`src/bih_regs.svh`:
```
// register map, field positions, reset values and timing of the handler
`ifndef BIH_REGS_SVH
`define BIH_REGS_SVH

// byte addresses on the register bus
`define BIH_VECTOR_ADDR 32'h5c00_0000
`define BIH_STATUS_ADDR 32'h5c00_0004
`define BIH_MASK_ADDR 32'h5c00_0008
`define BIH_CTRL_ADDR 32'h5c00_000c
`define BIH_STATE_ADDR 32'h5c00_0010

// status and mask bit positions
`define BIH_ST_NMI 0
`define BIH_ST_TICK 1
`define BIH_ST_IPI 2
`define BIH_ST_VSENT 3
`define BIH_ST_WIDTH 4

// control fields
`define BIH_CTRL_LVL_LSB 0
`define BIH_CTRL_LVL_MSB 2
`define BIH_CTRL_GO 8

// reset values
`define BIH_VECTOR_RST 8'h0f
`define BIH_MASK_RST 4'h0
`define BIH_CTRL_LVL_RST 3'h3

// processor levels of the on-board sources, and the backplane levels of the vectored request
`define BIH_SERIAL_LEVEL 3'h5
`define BIH_TICK_LEVEL 3'h6
`define BIH_IPI_LEVEL_LO 3'h4
`define BIH_IPI_LEVEL_HI 3'h7
`define BIH_VLEVEL_MIN 3'h3
`define BIH_VLEVEL_MAX 3'h6

// timing
`define BIH_CLK_HZ 20000000
`define BIH_TICK_HZ 60
`define BIH_TICK_CYCLES (`BIH_CLK_HZ / `BIH_TICK_HZ)

// bus answers
`define BIH_RESP_OKAY 2'h0
`define BIH_RESP_DECERR 2'h3

`endif

```
`src/bih_pkg.sv`:
```
// types shared by the interrupt handler modules
package bih_pkg;

	typedef enum logic [1:0] {
		VS_IDLE,
		VS_PEND,
		VS_ANSWER
	} bih_vstate_e;

	typedef struct packed {
		logic aw_have;
		logic [31:0] aw_addr;
		logic w_have;
		logic [31:0] w_data;
		logic [3:0] w_strb;
		logic awready;
		logic wready;
		logic bvalid;
		logic [1:0] bresp;
		logic arready;
		logic rvalid;
		logic [31:0] rdata;
		logic [1:0] rresp;
		logic [7:0] vector;
		logic [2:0] ctrl_lvl;
		logic [3:0] status;
		logic [3:0] mask;
		logic irq;
		bih_vstate_e vstate;
		logic tick_pend;
		logic ipi_pend;
		logic nmi_prev;
		logic nmi_out;
		logic as_prev;
		logic [2:0] ipl;
		logic avec;
		logic avec_ipi;
		logic avec_tick;
		logic [3:0] irq_oe;
		logic [7:0] bp_data;
		logic bp_data_oe;
		logic bp_dtack_n;
		logic bp_iackout_n;
	} bih_state_s;

	typedef struct packed {
		logic [31:0] count;
		logic tick;
	} bih_div_s;

endpackage : bih_pkg

```
`src/bih_top.sv`:
```
// board interrupt handler: backplane, on-board and interprocessor requests
//
// Design decision made here: the AXI4-Lite slave port.
`include "bih_regs.svh"
`timescale 1ns/100ps
`default_nettype none

// Functional notes
// - Each of the seven backplane request levels is taken only if its jumper enables it.
// - The serial port request reaches the processor at level 5.
// - The 60 Hz tick reaches the processor at level 6.
// - Power failure or memory parity error raises the non-maskable interrupt.
// - A backplane access to this board's interprocessor address forces level 4 or 7 by jumper.
// - The processor acknowledge of that interprocessor interrupt is answered with autovector.
// - A vectored interprocessor interrupt drives one backplane request line of levels 3 to 6.
// - Its backplane acknowledge is answered with the 8-bit vector register on the data bus.
// - The vector register is software writable at 5c000000 in on-board I/O space.
module bih_top #(
	parameter int unsigned TICK_CYCLES = `BIH_TICK_CYCLES
) (
	// clock and reset
	input wire logic clock,
	input wire logic srst,
	// register bus, write
	input wire logic [31:0] s_axi_awaddr,
	input wire logic s_axi_awvalid,
	output logic s_axi_awready,
	input wire logic [31:0] s_axi_wdata,
	input wire logic [3:0] s_axi_wstrb,
	input wire logic s_axi_wvalid,
	output logic s_axi_wready,
	output logic [1:0] s_axi_bresp,
	output logic s_axi_bvalid,
	input wire logic s_axi_bready,
	// register bus, read
	input wire logic [31:0] s_axi_araddr,
	input wire logic s_axi_arvalid,
	output logic s_axi_arready,
	output logic [31:0] s_axi_rdata,
	output logic [1:0] s_axi_rresp,
	output logic s_axi_rvalid,
	input wire logic s_axi_rready,
	// configuration jumpers
	input wire logic [7:1] jmp_level_en,
	input wire logic jmp_ipi_level7,
	input wire logic [31:0] jmp_ipi_addr,
	// on-board sources
	input wire logic serial_port_irq_n,
	input wire logic power_fail_n,
	input wire logic parity_err_n,
	// backplane requests and accesses
	input wire logic [7:1] bp_irq_n,
	input wire logic bp_as_n,
	input wire logic [31:0] bp_addr,
	// backplane request drive, open drain, levels 6..3
	output logic [6:3] bp_irq_out,
	output logic [6:3] bp_irq_oe,
	// backplane acknowledge
	input wire logic bp_iack_n,
	input wire logic bp_iackin_n,
	input wire logic [2:0] bp_iack_lvl,
	output logic bp_iackout_n,
	output logic [7:0] bp_data_out,
	output logic bp_data_oe,
	output logic bp_dtack_n,
	// processor side
	output logic [2:0] cpu_ipl,
	output logic nonmaskable_irq,
	input wire logic cpu_iack,
	input wire logic [2:0] cpu_iack_lvl,
	output logic cpu_avec,
	// interrupt to software
	output logic irq
);

	bih_pkg::bih_state_s s_q;
	bih_pkg::bih_state_s s_d;
	logic tick;
	logic [7:1] req;
	logic nmi_now;
	logic ipi_hit;
	logic [2:0] ipi_lvl;
	logic [3:0] set_ev;
	logic aw_now;
	logic w_now;
	logic [31:0] wa;
	logic [31:0] wd;
	logic [3:0] ws;
	logic rd_hit;
	logic [31:0] rd_val;
	logic rd_status;
	logic [3:0] vclr;
	logic our_iack;

	// highest requesting level, zero when none
	function automatic logic [2:0] prio(input logic [7:1] r);
		logic [2:0] p;
		p = 3'h0;
		for (int i = 1; i <= 7; i++)
		begin
			if (r[i])
				p = 3'(i);
		end
		return p;
	endfunction : prio

	bih_tick_div #(
		.CYCLES(TICK_CYCLES)
	) u_tick (
		.clock(clock),
		.srst(srst),
		.tick(tick)
	);

	always_comb
	begin
		s_d = s_q;
		set_ev = 4'h0;
		vclr = 4'h0;

		nmi_now = ~power_fail_n | ~parity_err_n;
		s_d.nmi_out = nmi_now;
		s_d.nmi_prev = nmi_now;
		if (nmi_now && !s_q.nmi_prev)
			set_ev[`BIH_ST_NMI] = 1'b1;

		if (tick)
		begin
			s_d.tick_pend = 1'b1;
			set_ev[`BIH_ST_TICK] = 1'b1;
		end

		// address match forces a local request
		ipi_lvl = jmp_ipi_level7 ? `BIH_IPI_LEVEL_HI : `BIH_IPI_LEVEL_LO;
		s_d.as_prev = ~bp_as_n;
		ipi_hit = ~bp_as_n & ~s_q.as_prev & (bp_addr == jmp_ipi_addr);
		if (ipi_hit)
		begin
			s_d.ipi_pend = 1'b1;
			set_ev[`BIH_ST_IPI] = 1'b1;
		end

		s_d.avec = 1'b0;
		s_d.avec_ipi = 1'b0;
		s_d.avec_tick = 1'b0;
		if (cpu_iack)
		begin
			if (s_q.ipi_pend && cpu_iack_lvl == ipi_lvl)
				s_d.avec_ipi = 1'b1;
			else if (s_q.tick_pend && cpu_iack_lvl == `BIH_TICK_LEVEL)
				s_d.avec_tick = 1'b1;
			s_d.avec = s_d.avec_ipi | s_d.avec_tick;
		end
		else
		begin
			// acknowledge over: source is serviced, new events still win
			if (s_q.avec_ipi && !ipi_hit)
				s_d.ipi_pend = 1'b0;
			if (s_q.avec_tick && !tick)
				s_d.tick_pend = 1'b0;
		end

		req = ~bp_irq_n & jmp_level_en;
		req[`BIH_SERIAL_LEVEL] = req[`BIH_SERIAL_LEVEL] | ~serial_port_irq_n;
		req[`BIH_TICK_LEVEL] = req[`BIH_TICK_LEVEL] | s_d.tick_pend;
		req[ipi_lvl] = req[ipi_lvl] | s_d.ipi_pend;
		req[7] = req[7] | nmi_now;
		s_d.ipl = prio(req);

		// answer the backplane acknowledge with the vector
		our_iack = ~bp_iack_n & ~bp_iackin_n & (s_q.vstate == bih_pkg::VS_PEND)
			& (bp_iack_lvl == s_q.ctrl_lvl);
		s_d.bp_iackout_n = ~(~bp_iack_n & ~bp_iackin_n & ~our_iack
			& (s_q.vstate != bih_pkg::VS_ANSWER));
		unique case (s_q.vstate)
			bih_pkg::VS_IDLE:
			begin
				s_d.irq_oe = 4'h0;
			end
			bih_pkg::VS_PEND:
			begin
				if (our_iack)
				begin
					s_d.bp_data = s_q.vector;
					s_d.bp_data_oe = 1'b1;
					s_d.bp_dtack_n = 1'b0;
					s_d.vstate = bih_pkg::VS_ANSWER;
				end
			end
			bih_pkg::VS_ANSWER:
			begin
				// drop the request when the cycle ends
				if (bp_iack_n)
				begin
					s_d.bp_data_oe = 1'b0;
					s_d.bp_dtack_n = 1'b1;
					s_d.irq_oe = 4'h0;
					s_d.vstate = bih_pkg::VS_IDLE;
					set_ev[`BIH_ST_VSENT] = 1'b1;
				end
			end
		endcase

		// write channel, address and data in either order
		aw_now = s_axi_awvalid & s_q.awready;
		w_now = s_axi_wvalid & s_q.wready;
		if (aw_now)
		begin
			s_d.aw_have = 1'b1;
			s_d.aw_addr = s_axi_awaddr;
		end
		if (w_now)
		begin
			s_d.w_have = 1'b1;
			s_d.w_data = s_axi_wdata;
			s_d.w_strb = s_axi_wstrb;
		end
		wa = aw_now ? s_axi_awaddr : s_q.aw_addr;
		wd = w_now ? s_axi_wdata : s_q.w_data;
		ws = w_now ? s_axi_wstrb : s_q.w_strb;
		if (s_d.aw_have && s_d.w_have && !s_q.bvalid)
		begin
			s_d.aw_have = 1'b0;
			s_d.w_have = 1'b0;
			s_d.bvalid = 1'b1;
			s_d.bresp = `BIH_RESP_OKAY;
			unique case (wa)
				`BIH_VECTOR_ADDR:
				begin
					if (ws[0])
						s_d.vector = wd[7:0];
				end
				`BIH_MASK_ADDR:
				begin
					if (ws[0])
						s_d.mask = wd[`BIH_ST_WIDTH-1:0];
				end
				`BIH_CTRL_ADDR:
				begin
					if (ws[0] && s_q.vstate == bih_pkg::VS_IDLE)
						s_d.ctrl_lvl = wd[`BIH_CTRL_LVL_MSB:`BIH_CTRL_LVL_LSB];
					// raise one of levels 3..6 on the backplane
					if (ws[1] && wd[`BIH_CTRL_GO] && s_q.vstate == bih_pkg::VS_IDLE
						&& s_d.ctrl_lvl >= `BIH_VLEVEL_MIN
						&& s_d.ctrl_lvl <= `BIH_VLEVEL_MAX)
					begin
						s_d.vstate = bih_pkg::VS_PEND;
						s_d.irq_oe = 4'h1 << (s_d.ctrl_lvl - `BIH_VLEVEL_MIN);
					end
				end
				`BIH_STATUS_ADDR, `BIH_STATE_ADDR:
				begin
				end
				default:
				begin
					s_d.bresp = `BIH_RESP_DECERR;
				end
			endcase
		end
		else if (s_q.bvalid && s_axi_bready)
		begin
			s_d.bvalid = 1'b0;
		end
		// one write in flight: hold ready low until the answer is taken
		s_d.awready = ~s_d.aw_have & ~s_d.bvalid;
		s_d.wready = ~s_d.w_have & ~s_d.bvalid;

		// read channel, answer one cycle after the address
		rd_hit = 1'b1;
		rd_status = 1'b0;
		unique case (s_axi_araddr)
			`BIH_VECTOR_ADDR: rd_val = {24'h00_0000, s_q.vector};
			`BIH_STATUS_ADDR:
			begin
				rd_val = {28'h000_0000, s_q.status};
				rd_status = 1'b1;
			end
			`BIH_MASK_ADDR: rd_val = {28'h000_0000, s_q.mask};
			`BIH_CTRL_ADDR: rd_val = {29'h000_0000, s_q.ctrl_lvl};
			`BIH_STATE_ADDR:
				rd_val = {20'h0_0000, s_q.ipl, 1'b0, s_q.irq_oe,
					s_q.ipi_pend, s_q.tick_pend, s_q.vstate};
			default:
			begin
				rd_val = 32'h0000_0000;
				rd_hit = 1'b0;
			end
		endcase
		if (s_axi_arvalid && s_q.arready)
		begin
			s_d.rvalid = 1'b1;
			s_d.rdata = rd_val;
			s_d.rresp = rd_hit ? `BIH_RESP_OKAY : `BIH_RESP_DECERR;
			// read of status clears what it returned
			if (rd_status)
				vclr = s_q.status;
		end
		else if (s_q.rvalid && s_axi_rready)
		begin
			s_d.rvalid = 1'b0;
		end
		s_d.arready = ~s_d.rvalid;

		// sticky events, a new event beats the clear
		s_d.status = (s_q.status & ~vclr) | set_ev;
		s_d.irq = |(s_d.status & s_d.mask);
	end

	always_ff @(posedge clock)
	begin
		if (srst)
		begin
			s_q <= '0;
			s_q.vector <= `BIH_VECTOR_RST;
			s_q.mask <= `BIH_MASK_RST;
			s_q.ctrl_lvl <= `BIH_CTRL_LVL_RST;
			s_q.vstate <= bih_pkg::VS_IDLE;
			s_q.bp_dtack_n <= 1'b1;
			s_q.bp_iackout_n <= 1'b1;
		end
		else
		begin
			s_q <= s_d;
		end
	end

	assign s_axi_awready = s_q.awready;
	assign s_axi_wready = s_q.wready;
	assign s_axi_bvalid = s_q.bvalid;
	assign s_axi_bresp = s_q.bresp;
	assign s_axi_arready = s_q.arready;
	assign s_axi_rvalid = s_q.rvalid;
	assign s_axi_rdata = s_q.rdata;
	assign s_axi_rresp = s_q.rresp;
	// open drain: value is always low, only the enable moves
	assign bp_irq_out = 4'h0 & s_q.irq_oe;
	assign bp_irq_oe = s_q.irq_oe;
	assign bp_iackout_n = s_q.bp_iackout_n;
	assign bp_data_out = s_q.bp_data;
	assign bp_data_oe = s_q.bp_data_oe;
	assign bp_dtack_n = s_q.bp_dtack_n;
	assign cpu_ipl = s_q.ipl;
	assign nonmaskable_irq = s_q.nmi_out;
	assign cpu_avec = s_q.avec;
	assign irq = s_q.irq;

endmodule : bih_top

`default_nettype wire

```
`src/bih_tick_div.sv`:
```
// divider that yields a one-cycle enable pulse every CYCLES clocks
`timescale 1ns/100ps
`default_nettype none

module bih_tick_div #(
	parameter int unsigned CYCLES = 333333
) (
	// clock and reset
	input wire logic clock,
	input wire logic srst,
	// pulse out
	output logic tick
);

	bih_pkg::bih_div_s s_q;
	bih_pkg::bih_div_s s_d;

	always_comb
	begin
		s_d = s_q;
		s_d.tick = 1'b0;
		if (s_q.count >= 32'(CYCLES - 1))
		begin
			s_d.count = 32'h0000_0000;
			s_d.tick = 1'b1;
		end
		else
		begin
			s_d.count = s_q.count + 32'h0000_0001;
		end
	end

	always_ff @(posedge clock)
	begin
		if (srst)
			s_q <= '0;
		else
			s_q <= s_d;
	end

	assign tick = s_q.tick;

endmodule : bih_tick_div

`default_nettype wire

```
`config.mk`:
```
export PLATFORM = sky130hd
export DESIGN_NAME = bih_top
export DESIGN_NICKNAME = d
export VERILOG_FILES = /design/src/bih_pkg.sv /design/src/bih_top.sv /design/src/bih_tick_div.sv
export VERILOG_INCLUDE_DIRS = /design/src /design/src/src
export SDC_FILE = /design/constraint.sdc
export NUM_CORES = 1
export LEC_CHECK = 0
export ABC_AREA = 1
export BUFFER_PORTS_ARGS = -buffer_cell sky130_fd_sc_hd__clkbuf_2
export CORE_MARGIN = 5
export CORE_UTILIZATION = 50
export CTS_BUF_LIST = sky130_fd_sc_hd__clkbuf_4 sky130_fd_sc_hd__clkbuf_8 sky130_fd_sc_hd__clkbuf_16
export DETAILED_ROUTE_END_ITERATION = 8
export PLACE_DENSITY = 0.79
export REMOVE_ABC_BUFFERS = 1
export SYNTH_ARGS = -nofsm -noshare
export SYNTH_HDL_FRONTEND = slang
export SYNTH_SLANG_ARGS = --single-unit
```
`constraint.sdc`:
```
create_clock -name clock -period 3.2 [get_ports clock]
set_clock_uncertainty 0.2 [all_clocks]
set_input_delay 0.64 -clock clock [delete_from_list [all_inputs] [get_ports clock]]
set_output_delay 0.64 -clock clock [all_outputs]
set_load 0.005 [all_outputs]
```
==> qor.txt <==
Outcome - complete, no violations
Drt total wl - 18.1 mm
Register area share after synthesis - 0.397
Critical Path End Type - register
DP HPWL - 14.2 mm
DIE AREA - 16900 um2
# port buffers - 214
Final net count - 1441
Pins over their slew limit - 0
Initial Util - 0.502
Fmax - 348 MHz
CTS H-tree lvls - 4
DR WL/cell - 12.7 um
Seq cells post-synth - 143
Clock buffer depth - 2
Post-synth cell types - 47
Maximum number of pins on one net before global-route repair - 45
Leakage Power - 4.60 nW
Critical path's slowest cell - dfxtp_1
Post-CTS Setup Bufs - 0
Root buffer cell - clkbuf_16
Tot GR Track Use - 0.213
GP Congestion - 0.900
Flop pwr share - 0.427
Hold Buf Count CTS - 0
Startpoint Class - register
Die width - 130 um
IO Pins - 265
Max_slew headroom - 0.566
Asr flop ratio synth - 0
Finish-stage setup viols - 0
Clk network pwr share - 0.452
Power Dens Cells - 497 nW/um2
YS warnings - 0
Setup TNS after final layout - 0 ns
Layout cells sized above 1 - 0.236
Hold Violations, Final - 0
CTS sink count - 143
RSZ-0062 raised after global routing - false
Vias - 6755
Die Span Y - 130 um
First-pass GRT wire length - 28.9 mm
Pre-CTS setup slack - 0.0640 ns
Post-Layout Cell Count - 1428
Synthesized area - 7220 um2
Switching Share - 0.235
Gr ovfl total - 0
Max_cap viols - 0
Top Family by Delay on Critical Path - simple AND/OR/NAND/NOR gates
CP max stage delay - 0.39 ns
Hold_ws - 0.191 ns
Num CTS Buffers - 17
Actual slew at the worst max-slew pin - 0.649 ns
Most frequent CP cell - inv_1
NetSw - 0.00103 W
Post-Synthesis Cells - 1032
Cts repair resizes - 0
Max rail drop VDD - 0.328 mV
DRC viols - 0
CTS tree - done
Mean post-synth cell area - 6.99 um2
Post-synth EDFFs - 0
Iteration-0 DRC Markers - 306
Part of the cycle the worst path needs - 0.898
Required time of the critical path - 3.30 ns
DRT Pass-1 Iters - 4
FP Rows - 44
Internal power - 0.00334 W
Crit Path Category - register to register
Area delta synth->final - 21.8%
Dpl cells - 1399
Clock slew at reported path FFs - 0.06 ns
Worst Hold Class - input port to register
Combinational fraction of design power - 0.121
Crit-path cells - inv_1, ha_1, nand2_1, inv_1, o21ai_0, inv_1, nor2_1, inv_1, ha_1, nor4_1, nand2_1, nor2_4, nor2_1, nand3_1, o21ai_1
CP bufs+invs - 4
Worst Slack Setup Final - 0.328 ns
Number of routed nets with antenna violations - 0
Worst-skew pair later-pin latency - 0.41 ns
N_diodes - 0
Vias in the first global route - 6210
Fin crit period - 2.87 ns
Worst EP arrival - 2.98 ns
Antenna violations before repair - 0
Placeable Area - 14400 um2
Worst-path maximum fanout - 5
Ys flop type - dfxtp_1
Via density - 4.73
## flip-flops by register name, indices dropped and copies added, names as in the netlist, 3 cells and up
name and flops:
s_q 71, u_tick.s_q 32, s_axi_rdata 11, bp_data_out 8, bp_irq_oe 4, cpu_ipl 3
## cells by family (layout without fill, tap and decap cells)
group,after synthesis,after routing,synth area share
mux,4,4,0.00555
other cells,1,38,0.000520
xor+xnor,21,21,0.0255
compound gates,147,147,0.111
fa+ha+maj,8,8,0.0139
flops,143,143,0.397
buf+inv,223,398,0.152
simple gates,485,485,0.295
## stage by stage
step	cell area, um2	power (W)	utilization
global route	8790	0.00455	0.611
floorplan	6800	0.00219	-
CTS	8790	0.00439	0.611
global placement	8200	0.00241	0.571
detailed placement	8200	0.00242	0.571
finish	8790	0.00436	0.611
## layout make-up
type	instances	area [um2]
clock inverter	7	113
multi-input combinational	703	3400
tap	184	230
timing repair buffer	225	1170
inverter	144	541
fill	1354	5580
clock buffer	22	475
sequential	143	2860
## cells in the mapped netlist (all sizes together), types with 13 or more instances
cell      n  area share
nand3    36       0.027
clkbuf   13      0.0068
buf      66       0.070
inv     144       0.075
a21oi    60       0.042
dfxtp   143        0.40
o21ai    72       0.054
nand4    18       0.019
nor2    139       0.080
xor2     15       0.018
nand2   248        0.13
nor3     19       0.015
## final timing paths
kind	startpoint	endpoint	slack, ns	depth (start not counted)
worst max-delay path	s_q[26]	bp_irq_oe[6]	0.33	15
worst min-delay path	bp_as_n	s_q[21]	0.19	2
worst max register to register	s_q[26]	bp_irq_oe[6]	0.33	15
worst min register to register	bp_data_oe	bp_data_oe	0.25	2
## placed cells by master, fill, tap and decap left out, types with 3 or more instances in the layout
cell type and count:
nand3b_1 3, clkbuf_2 213, inv_2 3, conb_1 38
mux2i_1 4, nand2_1 245, clkbuf_16 17, clkinv_2 3
nand3_1 33, nor4_1 7, nand3_2 3, xor2_1 15
inv_1 141, nand2_2 3, clkbuf_4 3, buf_4 10
o21ai_0 50, a21oi_1 60, o21ai_2 7, nand4_1 16
xnor2_1 6, bufinv_16 3, ha_1 8, or2_2 12
o21ai_1 15, dfxtp_1 143, nor3_1 17, nor2_1 133
## per-layer routing
metal,GRT usage,up-vias,routed length [um]
met3,0.0512,12,1070
li1,-,3555,-
met5,0,-,0
met2,0.366,177,8850
met4,0.0458,0,99
met1,0.272,3011,8100
## power by group through the flow
stage / Combinational (W) / Clock [W] / Sequential [W]
after floorplan: 0.000293 / 0 / 0.00190
after global placement: 0.000515 / 0 / 0.00190
after detailed placement: 0.000522 / 0 / 0.00190
after CTS: 0.000527 / 0.00200 / 0.00186
after global routing: 0.000599 / 0.00209 / 0.00187
final: 0.000526 / 0.00197 / 0.00186
## worst register-to-register path, cell delays in order, from the launching register on
cell and delay (ns):
dfxtp_1 0.39, inv_1 0.08, ha_1 0.25, nand2_1 0.13, inv_1 0.07, o21ai_0 0.26, inv_1 0.12, nor2_1 0.15
inv_1 0.06, ha_1 0.17, nor4_1 0.28, nand2_1 0.15, nor2_4 0.18, nor2_1 0.10, nand3_1 0.11, o21ai_1 0.07
No activity file was read; power rests on OpenSTA's default activity.
